--- config.mk ---
export PLATFORM = sky130hd
export DESIGN_NAME = radio_startup_and_freq_comp_cfg
export DESIGN_NICKNAME = d
export VERILOG_FILES = /design/src/radio_cfg_pkg.sv /design/src/radio_startup_and_freq_comp_cfg.sv /design/src/freq_offset_clamp.sv
export SDC_FILE = /design/constraint.sdc
export NUM_CORES = 1
export LEC_CHECK = 0
export BUFFER_PORTS_ARGS = -buffer_cell sky130_fd_sc_hd__buf_2
export CAP_MARGIN = 20
export CORE_UTILIZATION = 56
export DETAILED_ROUTE_END_ITERATION = 7
export GPL_ROUTABILITY_DRIVEN = 0
export PLACE_DENSITY = 0.81
export REMOVE_ABC_BUFFERS = 1
export SLEW_MARGIN = 40
export SYNTH_ARGS = -nofsm -noshare
export SYNTH_HDL_FRONTEND = slang
export SYNTH_SLANG_ARGS = --single-unit
--- constraint.sdc ---
create_clock -name sys_clk_i -period 6 [get_ports sys_clk_i]
set_clock_uncertainty 0.05 [all_clocks]
set_input_delay 1.2 -clock sys_clk_i [delete_from_list [all_inputs] [get_ports sys_clk_i]]
set_output_delay 1.2 -clock sys_clk_i [all_outputs]
set_load 0.05 [all_outputs]
--- src/radio_cfg_pkg.sv ---
// constants and register layout of the start-up and frequency compensation configuration
//
// Contract
// [RULE1] The power-on wait field picks 1, 16, 64 or 256 ripple-counter expiries for codes 0 to 3.
// [RULE2] Chip-ready-low stays high until the six-bit ripple counter has expired that many times.
// [RULE3] With carrier gating set, frequency and clock recovery loops stay frozen until carrier sense.
// [RULE4] The pre-sync gain field, reset 2, gives K, 2K, 3K or 4K for codes 0 to 3.
// [RULE5] After sync the post-sync bit, reset 1, keeps the pre-sync gain when 0 or gives K/2 when 1.
// [RULE6] The limit field, bits 1:0 reset 2, gives none, bandwidth/8, bandwidth/4 or bandwidth/2.
// [RULE7] The host writes the limit field as zero whenever on-off or amplitude keying is in use.
// [RULE8] With force-on set the oscillator keeps running in sleep; when clear it may stop there.
package radio_cfg_pkg;

  // ----------------------------------------------------------------
  // register offsets
  // ----------------------------------------------------------------
  localparam logic [5:0] SEQ_CFG_LOW_ADDR = 6'h18;
  localparam logic [5:0] FOC_CFG_ADDR = 6'h19;

  // ----------------------------------------------------------------
  // radio_sequencer_cfg_low fields
  // ----------------------------------------------------------------
  localparam int WAIT_SEL_LSB = 2;
  localparam int PIN_CTRL_BIT = 1;
  localparam int OSC_KEEP_BIT = 0;
  localparam logic [1:0] WAIT_SEL_RST = 2'h1;
  localparam logic PIN_CTRL_RST = 1'b0;
  localparam logic OSC_KEEP_RST = 1'b0;

  // ----------------------------------------------------------------
  // freq_offset_comp_cfg fields
  // ----------------------------------------------------------------
  localparam int CS_GATE_BIT = 5;
  localparam int GAIN_PRE_LSB = 3;
  localparam int GAIN_POST_BIT = 2;
  localparam int SAT_LSB = 0;
  localparam logic CS_GATE_RST = 1'b1;
  localparam logic [1:0] GAIN_PRE_RST = 2'h2;
  localparam logic GAIN_POST_RST = 1'b1;
  localparam logic [1:0] SAT_RST = 2'h2;

  // ----------------------------------------------------------------
  // start-up counting
  // ----------------------------------------------------------------
  localparam int RIPPLE_BITS = 6;
  localparam int EXPIRY_BITS = 9;
  localparam logic [8:0] EXPIRY_1 = 9'h001;
  localparam logic [8:0] EXPIRY_16 = 9'h010;
  localparam logic [8:0] EXPIRY_64 = 9'h040;
  localparam logic [8:0] EXPIRY_256 = 9'h100;

  // ----------------------------------------------------------------
  // loop gain in units of K/2
  // ----------------------------------------------------------------
  localparam logic [3:0] GAIN_HALF_K = 4'h1;

  typedef enum logic [2:0] {
    ST_WAIT_OSC = 3'b001,
    ST_COUNT = 3'b010,
    ST_READY = 3'b100
  } startup_state_t;

endpackage

--- src/radio_startup_and_freq_comp_cfg.sv ---
// start-up timeout sequencer and frequency compensation configuration registers
`timescale 1ns/1ps
module radio_startup_and_freq_comp_cfg #(
  parameter int OFFSET_W = 16
) (
  input wire logic sys_clk_i,
  input wire logic rst_b_i,
  input wire logic [5:0] reg_addr_i,
  input wire logic [7:0] reg_wdata_i,
  input wire logic reg_wr_i,
  input wire logic reg_rd_i,
  output logic [7:0] reg_rdata_o,
  input wire logic osc_stable_i,
  input wire logic sleep_i,
  input wire logic carrier_sense_i,
  input wire logic sync_found_i,
  input wire logic signed [OFFSET_W-1:0] freq_offset_i,
  input wire logic [OFFSET_W-2:0] channel_bandwidth_i,
  output logic chip_ready_low_o,
  output logic crystal_oscillator_en_o,
  output logic pin_ctrl_en_o,
  output logic loop_freeze_o,
  output logic [3:0] freq_gain_o,
  output logic freq_comp_en_o,
  output logic signed [OFFSET_W-1:0] freq_offset_comp_o
);

  if (OFFSET_W < 4 || OFFSET_W > 32) begin
    $error("OFFSET_W out of range");
  end

  // ----------------------------------------------------------------
  // helpers
  // ----------------------------------------------------------------
  function automatic logic [8:0] expiry_target(input logic [1:0] sel);
    unique case (sel)
      2'h0: expiry_target = radio_cfg_pkg::EXPIRY_1;
      2'h1: expiry_target = radio_cfg_pkg::EXPIRY_16;
      2'h2: expiry_target = radio_cfg_pkg::EXPIRY_64;
      2'h3: expiry_target = radio_cfg_pkg::EXPIRY_256;
    endcase
  endfunction

  // pre-sync gain code n gives (n+1)K, here in K/2 units
  function automatic logic [3:0] pre_gain(input logic [1:0] sel);
    pre_gain = {1'b0, sel + 2'h1, 1'b0} ^ {sel == 2'h3, 3'h0};
  endfunction

  // ----------------------------------------------------------------
  // registers
  // ----------------------------------------------------------------
  logic [1:0] wait_sel_ff;
  logic pin_ctrl_ff;
  logic osc_keep_ff;
  logic cs_gate_ff;
  logic [1:0] gain_pre_ff;
  logic gain_post_ff;
  logic [1:0] sat_ff;

  always_ff @(posedge sys_clk_i or negedge rst_b_i) begin
    if (!rst_b_i) begin
      wait_sel_ff <= radio_cfg_pkg::WAIT_SEL_RST;
      pin_ctrl_ff <= radio_cfg_pkg::PIN_CTRL_RST;
      osc_keep_ff <= radio_cfg_pkg::OSC_KEEP_RST;
    end else if (reg_wr_i && reg_addr_i == radio_cfg_pkg::SEQ_CFG_LOW_ADDR) begin
      wait_sel_ff <= reg_wdata_i[radio_cfg_pkg::WAIT_SEL_LSB +: 2];
      pin_ctrl_ff <= reg_wdata_i[radio_cfg_pkg::PIN_CTRL_BIT];
      osc_keep_ff <= reg_wdata_i[radio_cfg_pkg::OSC_KEEP_BIT];
    end
  end

  always_ff @(posedge sys_clk_i or negedge rst_b_i) begin
    if (!rst_b_i) begin
      cs_gate_ff <= radio_cfg_pkg::CS_GATE_RST;
      gain_pre_ff <= radio_cfg_pkg::GAIN_PRE_RST;
      gain_post_ff <= radio_cfg_pkg::GAIN_POST_RST;
      sat_ff <= radio_cfg_pkg::SAT_RST;
    end else if (reg_wr_i && reg_addr_i == radio_cfg_pkg::FOC_CFG_ADDR) begin
      cs_gate_ff <= reg_wdata_i[radio_cfg_pkg::CS_GATE_BIT];
      gain_pre_ff <= reg_wdata_i[radio_cfg_pkg::GAIN_PRE_LSB +: 2];
      gain_post_ff <= reg_wdata_i[radio_cfg_pkg::GAIN_POST_BIT];
      sat_ff <= reg_wdata_i[radio_cfg_pkg::SAT_LSB +: 2];
    end
  end

  // ----------------------------------------------------------------
  // read port
  // ----------------------------------------------------------------
  logic [7:0] nxt_rdata;

  always_comb begin
    nxt_rdata = 8'h00;
    if (reg_addr_i == radio_cfg_pkg::SEQ_CFG_LOW_ADDR) begin
      nxt_rdata[radio_cfg_pkg::WAIT_SEL_LSB +: 2] = wait_sel_ff;
      nxt_rdata[radio_cfg_pkg::PIN_CTRL_BIT] = pin_ctrl_ff;
      nxt_rdata[radio_cfg_pkg::OSC_KEEP_BIT] = osc_keep_ff;
    end else if (reg_addr_i == radio_cfg_pkg::FOC_CFG_ADDR) begin
      nxt_rdata[radio_cfg_pkg::CS_GATE_BIT] = cs_gate_ff;
      nxt_rdata[radio_cfg_pkg::GAIN_PRE_LSB +: 2] = gain_pre_ff;
      nxt_rdata[radio_cfg_pkg::GAIN_POST_BIT] = gain_post_ff;
      nxt_rdata[radio_cfg_pkg::SAT_LSB +: 2] = sat_ff;
    end
  end

  always_ff @(posedge sys_clk_i or negedge rst_b_i) begin
    if (!rst_b_i) begin
      reg_rdata_o <= 8'h00;
    end else if (reg_rd_i) begin
      reg_rdata_o <= nxt_rdata;
    end
  end

  // ----------------------------------------------------------------
  // oscillator stable synchroniser
  // ----------------------------------------------------------------
  logic osc_meta_ff;
  logic osc_sync_ff;

  always_ff @(posedge sys_clk_i or negedge rst_b_i) begin
    if (!rst_b_i) begin
      osc_meta_ff <= 1'b0;
      osc_sync_ff <= 1'b0;
    end else begin
      osc_meta_ff <= osc_stable_i;
      osc_sync_ff <= osc_meta_ff;
    end
  end

  // ----------------------------------------------------------------
  // start-up sequencer
  // ----------------------------------------------------------------
  radio_cfg_pkg::startup_state_t state_ff;
  logic [radio_cfg_pkg::RIPPLE_BITS-1:0] ripple_ff;
  logic [radio_cfg_pkg::EXPIRY_BITS-1:0] expiry_ff;
  logic ripple_wrap;
  logic count_done;

  assign ripple_wrap = &ripple_ff;
  assign count_done = ripple_wrap && (expiry_ff + 9'h001 >= expiry_target(wait_sel_ff)); // [RULE1]

  always_ff @(posedge sys_clk_i or negedge rst_b_i) begin
    if (!rst_b_i) begin
      state_ff <= radio_cfg_pkg::ST_WAIT_OSC;
    end else if (!osc_sync_ff) begin
      state_ff <= radio_cfg_pkg::ST_WAIT_OSC;
    end else begin
      unique case (state_ff)
        radio_cfg_pkg::ST_WAIT_OSC: state_ff <= radio_cfg_pkg::ST_COUNT;
        radio_cfg_pkg::ST_COUNT: begin
          if (count_done) begin
            state_ff <= radio_cfg_pkg::ST_READY;
          end
        end
        radio_cfg_pkg::ST_READY: state_ff <= radio_cfg_pkg::ST_READY;
        default: state_ff <= radio_cfg_pkg::ST_WAIT_OSC;
      endcase
    end
  end

  // six-bit ripple counter and expiry tally [RULE2]
  always_ff @(posedge sys_clk_i or negedge rst_b_i) begin
    if (!rst_b_i) begin
      ripple_ff <= '0;
      expiry_ff <= '0;
    end else if (state_ff != radio_cfg_pkg::ST_COUNT) begin
      ripple_ff <= '0;
      expiry_ff <= '0;
    end else begin
      ripple_ff <= ripple_ff + 6'h01;
      if (ripple_wrap) begin
        expiry_ff <= expiry_ff + 9'h001;
      end
    end
  end

  always_ff @(posedge sys_clk_i or negedge rst_b_i) begin
    if (!rst_b_i) begin
      chip_ready_low_o <= 1'b1;
    end else begin
      chip_ready_low_o <= !(osc_sync_ff && state_ff == radio_cfg_pkg::ST_READY); // [RULE2]
    end
  end

  // ----------------------------------------------------------------
  // oscillator and pin control
  // ----------------------------------------------------------------
  always_ff @(posedge sys_clk_i or negedge rst_b_i) begin
    if (!rst_b_i) begin
      crystal_oscillator_en_o <= 1'b1;
      pin_ctrl_en_o <= 1'b0;
    end else begin
      crystal_oscillator_en_o <= !sleep_i || osc_keep_ff; // [RULE8]
      pin_ctrl_en_o <= pin_ctrl_ff;
    end
  end

  // ----------------------------------------------------------------
  // frequency compensation loop control
  // ----------------------------------------------------------------
  logic signed [OFFSET_W-1:0] clamped;

  freq_offset_clamp #(
    .W(OFFSET_W)
  ) u_clamp (
    .offset_i(freq_offset_i),
    .bandwidth_i(channel_bandwidth_i),
    .sat_sel_i(sat_ff),
    .clamped_o(clamped)
  );

  always_ff @(posedge sys_clk_i or negedge rst_b_i) begin
    if (!rst_b_i) begin
      loop_freeze_o <= 1'b1;
      freq_gain_o <= 4'h6;
      freq_comp_en_o <= 1'b1;
      freq_offset_comp_o <= '0;
    end else begin
      loop_freeze_o <= cs_gate_ff && !carrier_sense_i; // [RULE3]
      if (sync_found_i && gain_post_ff) begin
        freq_gain_o <= radio_cfg_pkg::GAIN_HALF_K; // [RULE5]
      end else begin
        freq_gain_o <= pre_gain(gain_pre_ff); // [RULE4]
      end
      freq_comp_en_o <= sat_ff != 2'h0; // [RULE6]
      freq_offset_comp_o <= clamped; // [RULE6]
    end
  end

endmodule

--- src/freq_offset_clamp.sv ---
// saturation of the compensated frequency offset
`timescale 1ns/1ps
module freq_offset_clamp #(
  parameter int W = 16
) (
  input wire logic signed [W-1:0] offset_i,
  input wire logic [W-2:0] bandwidth_i,
  input wire logic [1:0] sat_sel_i,
  output logic signed [W-1:0] clamped_o
);

  if (W < 4) begin
    $error("offset width too small");
  end

  logic signed [W-1:0] limit;

  // bandwidth divided by 8, 4 or 2, or zero limit [RULE6]
  always_comb begin
    unique case (sat_sel_i)
      2'h0: limit = '0;
      2'h1: limit = signed'({1'b0, bandwidth_i >> 3});
      2'h2: limit = signed'({1'b0, bandwidth_i >> 2});
      2'h3: limit = signed'({1'b0, bandwidth_i >> 1});
    endcase
  end

  always_comb begin
    if (offset_i > limit) begin
      clamped_o = limit;
    end else if (offset_i < -limit) begin
      clamped_o = -limit;
    end else begin
      clamped_o = offset_i;
    end
  end

endmodule

### Yosys cells after proc, flatten, opt, wreduce, memory -nomap -nowiden

Cells that the tools add are included.

* register bits after elaboration: 61
* word-level logic and storage cells: 71
* bits of input ports: 53
* output and inout port bits: 33

* magnitude comparators: 3
* equality and inequality tests: 14
* add/sub/neg operators: 4
* mux-type cells: 14
* bitwise gates (word level): 1
* reduce and logical (&&, ||, !) cells: 15

Operator list (count)
* $pmux 16 s4: 1
* $pmux 9 s4: 1
* $mux 16: 2
* $mux 9: 2
* $gt 16x16->1: 1
* $lt 16x16->1: 1
* $neg 16->16: 1
* $eq 6x5->1 const B: 2
* $mux 6: 2
* $eq 2x2->1 const B: 5
* $add 9x1->9 const B: 1
* $ge 9x9->1: 1
* $pmux 3 s3: 1
* $mux 4: 2
* $add 6x1->6 const B: 1
* $logic_and 1x1->1: 6
* $mux 3: 2
* $reduce_and 6->1: 1
* $eq 2x1->1 const B: 2
* $logic_not 2->1: 2
* $reduce_bool 2->1: 2
* $xor 3x4->4: 1
* $eq 3x1->1 const B: 1
* $eq 3x2->1 const B: 1
* 7 further kinds: 9

### Longest topological paths before layout

* depth after elaboration: 7
* mapped depth: 23
* depth with buffers taken out: 17

### Modules after synthesis

Synthesis repeated with hierarchy kept, for this count alone.

* cells, all modules: 465
* area, all modules: 4367.9 um^2

Modules (own cells, without submodules)
* radio_startup_and_freq_comp_cfg: times used 1, seq. area each 1541.5 um^2, cells each 213, area an instance 2551.2 um^2
* freq_offset_clamp: times used 1, seq. area each 0.0 um^2, cells each 252, area an instance 1816.7 um^2

### Worst setup path after synthesis

Ideal clock, no wire load.

* path type: register to register
* start: reg sat_ff[1]
* end: reg freq_offset_comp_o[11]
* library setup time: 0.080 ns
* period minus slack after synthesis: 4.525 ns
* setup slack: 1.475 ns
* data arrival time: 4.395 ns
* required time: 5.870 ns
* buffers on the path: 6
* stages on the path, launching flop included: 23
* path through: dfstp_2 -> buf_6 -> buf_6 -> buf_2 -> buf_2 -> mux2_2 -> nand2_1 -> o21ai_0 -> inv_1 -> ha_1 -> o211ai_1 -> nor4_2 -> nand2_1 -> xor2_1 -> ha_1 -> nand4_1 -> a2111oi_2 -> a211oi_1 -> mux2_4 -> buf_6 -> buf_6 -> mux2_1 -> mux2i_1

* longest elaborated chain between the ends: 6
* elaborated cells on any way between the ends: 10
* classes of those cells: add/sub (1); order compare (2); eq/ne (3); mux (3); reduce/logical (1)

RTL lines
* start: declaration: line radio_startup_and_freq_comp_cfg.sv:58 `logic [1:0] sat_ff;`
* start signal: assignment: line radio_startup_and_freq_comp_cfg.sv:77 `sat_ff <= radio_cfg_pkg::SAT_RST;`
* start signal: assignment: line radio_startup_and_freq_comp_cfg.sv:82 `sat_ff <= reg_wdata_i[radio_cfg_pkg::SAT_LSB +: 2];`
* $eq 2x2->1 (tied with other cells): line freq_offset_clamp.sv:20 `unique case (sat_sel_i)`
* $pmux 16 s4 (*): line freq_offset_clamp.sv:20
* $neg 16->16: line freq_offset_clamp.sv:31, freq_offset_clamp.sv:32
* $lt 16x16->1: line freq_offset_clamp.sv:31 `end else if (offset_i < -limit) begin`
* $mux 16: line freq_offset_clamp.sv:31
* $mux 16 (*): line freq_offset_clamp.sv:29 `if (offset_i > limit) begin`
* via clamped[11]: line radio_startup_and_freq_comp_cfg.sv:200 `logic signed [OFFSET_W-1:0] clamped;`
* end signal: assignment: line radio_startup_and_freq_comp_cfg.sv:225 `freq_offset_comp_o <= clamped;`
* end: declaration: line radio_startup_and_freq_comp_cfg.sv:25 `output logic signed [OFFSET_W-1:0] freq_offset_comp_o`

Mark *: on every way through the listed nets, which the timed path passes. The rest lies on a longest branch. The select of a mux whose other input is x is not followed.
A chain may end at the register's enable or synchronous reset.

### Worst setup path in the final report

* start: in channel_bandwidth_i[3]
* end: reg freq_offset_comp_o[3]

* longest elaborated chain between the ends: 5
* elaborated cells on any way between the ends: 6
* classes of those cells: add/sub (1); order compare (2); mux (3)

RTL lines
* start: declaration: line radio_startup_and_freq_comp_cfg.sv:18 `input wire logic [OFFSET_W-2:0] channel_bandwidth_i,`
* $pmux 16 s4 (*): line freq_offset_clamp.sv:20
* $neg 16->16: line freq_offset_clamp.sv:31, freq_offset_clamp.sv:32
* $lt 16x16->1: line freq_offset_clamp.sv:31
* $mux 16: line freq_offset_clamp.sv:31
* $mux 16 (*): line freq_offset_clamp.sv:29
* via clamped[3]: line radio_startup_and_freq_comp_cfg.sv:200

Marks and branches as above.

==> flow_metrics.tcl <==
set metrics [dict create \
    status "finished, final reports clean" \
    r2r_slack_ns 1.56 \
    p_comb_share_pct 45.1 \
    reg2reg_to "freq_offset_comp_o[3]" \
    area_delta_synth_final_pct 15.57 \
    path_class "input pin to flop" \
    r2r_cells 15 \
    worstPathArrival_ns 4.95 \
    cts_num_sinks 61 \
    vias_per_cell 5.661 \
    grt_max_degree 62 \
    rsz0062_at_grt "no" \
    regArea_um2 1541 \
    fillers 570 \
    hold_violations 0 \
    holdCritStartpoint "osc_meta_ff" \
    place_hpwl_um 6856 \
    cellPowerDensity_nw_per_um2 344.7 \
    grt_pass1_vias 3450 \
    final_util_pct 67.79 \
    cp-start-kind "input pin" \
    cts_buffers 9 \
    cp_top_family "multiplexers" \
    io_pins 86 \
    synth_area_um2 4300 \
    p_sw_share_pct 39.35 \
    drt_iter0_drc 155 \
    ys.warnings.count 0 \
    ys_types 62 \
    cp_slowest_cell "nor4_2" \
    fin_crit_ns 4.803 \
    die_y_um 89.63 \
    grt_usage_pct 24.79 \
    clock_latency_ns 0.33 \
    crit_path_end_kind "flop" \
    tns_ns 0 \
    vias 3527 \
    crit_buf_inv 2 \
    cts_root_buf "clkbuf_8" \
    setup_viol 0 \
    die_w_um 89.63 \
    post_synth.cell_area_avg_um2 9.686 \
    netSwitchingPower_w 0.0006740 \
    fin_crit_sh_pct 80.05 \
    r2r_start "sat_ff[1]" \
    crit_chain "buf_2, mux2_2, nand2_1, o21ai_0, inv_1, ha_1, o211ai_1, nor4_2, nand2_1, xor2_1, ha_1, nand4_1, a2111oi_2, a211oi_1, mux2_4, mux2_2, a2bb2oi_1" \
    post_cts_buffers 0 \
    postSynthRegisterBits 61 \
    grt_pass1_wl_um 15260 \
    netlist_instances 444 \
    hold_end "osc_sync_ff" \
    cts_tree "done" \
    cts_hold_buf 0 \
    num_antenna_cells 0 \
    routed_wl_um 9332 \
    pwr-share-seq_pct 30.1 \
    start_util_pct 58.66 \
    critPathMaxFanout 27 \
    routedWlPerCell_um 14.98 \
    final_area_um2 4970 \
    final_cell_mix "buf_2 (80), dfrtp_1 (49), ha_1 (37)" \
    finalPower_w 0.001713 \
    cts_buffer_depth 2 \
    grt_overflow 0 \
    slew_viol_final 0 \
    portBuffers 80 \
    min_delay_path_depth 0 \
    hp-class "flop to flop" \
    ir_drop_mv 0.2013 \
    cellLeakagePower_nw 2.312 \
    path_clk_slew_ns 0.07 \
    ant_nets 0 \
    worstPathRequired_ns 6.15 \
    cts.repair.resized 0 \
    rows 31 \
    yosysSeqAreaShare_pct 35.85 \
    coreArea_um2 7331 \
    slowest_delay_ns 0.45 \
    worst_slew_pin_slew_ns 0.6628 \
    slew_headroom_pct 55.35 \
    async_flop_share_pct 100.0 \
    placed_area_um2 4730 \
    multi_input_area_um2 2555 \
    drive_gt1_share_pct 28.24 \
    antenna_found_initial 0 \
    yosys_most_used_dff "dfrtp_1" \
    final_common_cell "buf_2" \
    die_area_um2 8034 \
    drc 0 \
    synth_edf_count 0 \
    drt_pass1_iterations 4 \
    drv_cap 0 \
    p_int_w 0.001039 \
    nets 609 \
    h-tree-depth 3 \
    fmax_mhz 208.2 \
    clock_power_share_pct 24.9 \
]
==> kinds of logic (layout without fill, tap and decap cells) <==
| logic type | Yosys count | in the layout | synth area share (%) |
|---|---|---|---|
| fa+ha+maj | 37 | 37 | 10.77 |
| xor+xnor | 28 | 28 | 5.703 |
| simple gates | 147 | 147 | 18.39 |
| mux | 43 | 43 | 10.85 |
| compound gates | 84 | 84 | 13.38 |
| buf+inv | 43 | 122 | 4.975 |
| other cells | 1 | 2 | 0.08720 |
| flops | 61 | 61 | 35.85 |
==> layer usage <==
metal  vias up  part of all wire (%)  routed length (um)  global-route usage [%]
met2        89                    51                4738                   42.98
met3        12                   4.6                 432                   6.490
li1       1730                     -                   -                       -
met4         0                   1.5                 142                   8.658
met5         -                     0                   0                       0
met1      1696                    43                4019                   29.81
==> power by group through the flow <==
stage	logic (W)	clock network [W]	registers, W
finish	0.000772	0.000426	0.000515
global route	0.000845	0.000456	0.000524
CTS	0.000771	0.000437	0.000516
detailed placement	0.000765	0	0.000522
global placement	0.000743	0	0.000520
floorplan	0.000426	0	0.000683
==> metrics by stage <==
stage	setup WS [ns]	instances	hold slack (ns)
finish	1.197	623	0.3010
global route	0.9045	623	0.3052
CTS	1.217	623	0.3022
detailed placement	0.8718	607	0.2885
global placement	0.9832	607	0.2859
floorplan	1.575	425	0.2812
==> Yosys cell counts (all sizes together) (2+ instances only) <==
| cell | n | area (um^2) |
|---|---|---|
| and3 | 4 | 25.02 |
| nor2b | 7 | 43.79 |
| a2bb2o | 2 | 20.02 |
| a31oi | 5 | 37.53 |
| xor2 | 16 | 140.1 |
| a21oi | 19 | 95.09 |
| nand3 | 13 | 65.06 |
| a31o | 2 | 17.52 |
| o22ai | 7 | 43.79 |
| nor4 | 6 | 58.80 |
| a21o | 3 | 22.52 |
| nor3b | 4 | 30.03 |
| inv | 23 | 86.33 |
| o21ai | 17 | 85.08 |
| or2 | 3 | 21.28 |
| nand4 | 8 | 50.05 |
| or3 | 3 | 18.77 |
| and2 | 5 | 31.28 |
| a221oi | 3 | 38.79 |
| mux2i | 17 | 170.2 |
| dfstp | 12 | 315.3 |
| buf | 11 | 93.83 |
| nand2b | 12 | 75.07 |
| a211oi | 2 | 15.01 |
| clkbuf | 9 | 33.78 |
| dfrtp | 49 | 1226 |
| o211ai | 3 | 22.52 |
| ha | 37 | 462.9 |
| nor2 | 36 | 135.1 |
| o21a | 2 | 15.01 |
| nand3b | 4 | 42.54 |
| nand2 | 32 | 120.1 |
| o21bai | 7 | 52.55 |
| nor3 | 6 | 30.03 |
| mux2 | 26 | 296.5 |
| xnor2 | 12 | 105.1 |
| a2bb2oi | 5 | 43.79 |
==> sequential cells by signal, indices dropped and copies added, names as in the netlist <==
name and flops:
cs_gate_ff 1, loop_freeze_o 1, state_ff 3, freq_offset_comp_o 16, osc_keep_ff 1, wait_sel_ff 2, osc_sync_ff 1, pin_ctrl_ff 1
freq_comp_en_o 1, chip_ready_low_o 1, freq_gain_o 4, sat_ff 2, ripple_ff 6, gain_pre_ff 2, crystal_oscillator_en_o 1, gain_post_ff 1
reg_rdata_o 6, osc_meta_ff 1, expiry_ff 9, pin_ctrl_en_o 1
==> cell type report <==
type / instances / area share (%)
Tap cell: 99 / 2.492
Clock inverter: 3 / 1.360
Sequential cell: 61 / 31.02
Inverter: 23 / 1.737
Clock buffer: 13 / 3.399
Timing Repair Buffer: 83 / 8.585
Multi-Input combinational cell: 341 / 51.41
==> how the worst max path moves through the flow <==
| stage | startpoint | end | slack, ns | cells after the start |
|---|---|---|---|---|
| floorplan | channel_bandwidth_i[1] | freq_offset_comp_o[3] | 1.58 | 16 |
| global placement | channel_bandwidth_i[3] | freq_offset_comp_o[7] | 0.98 | 17 |
| detailed placement | channel_bandwidth_i[3] | freq_offset_comp_o[3] | 0.87 | 17 |
| CTS | channel_bandwidth_i[3] | freq_offset_comp_o[3] | 1.22 | 17 |
| global route | channel_bandwidth_i[3] | freq_offset_comp_o[7] | 0.90 | 17 |
| finish | channel_bandwidth_i[3] | freq_offset_comp_o[3] | 1.20 | 17 |
No activity file was read; power rests on OpenSTA's default activity.
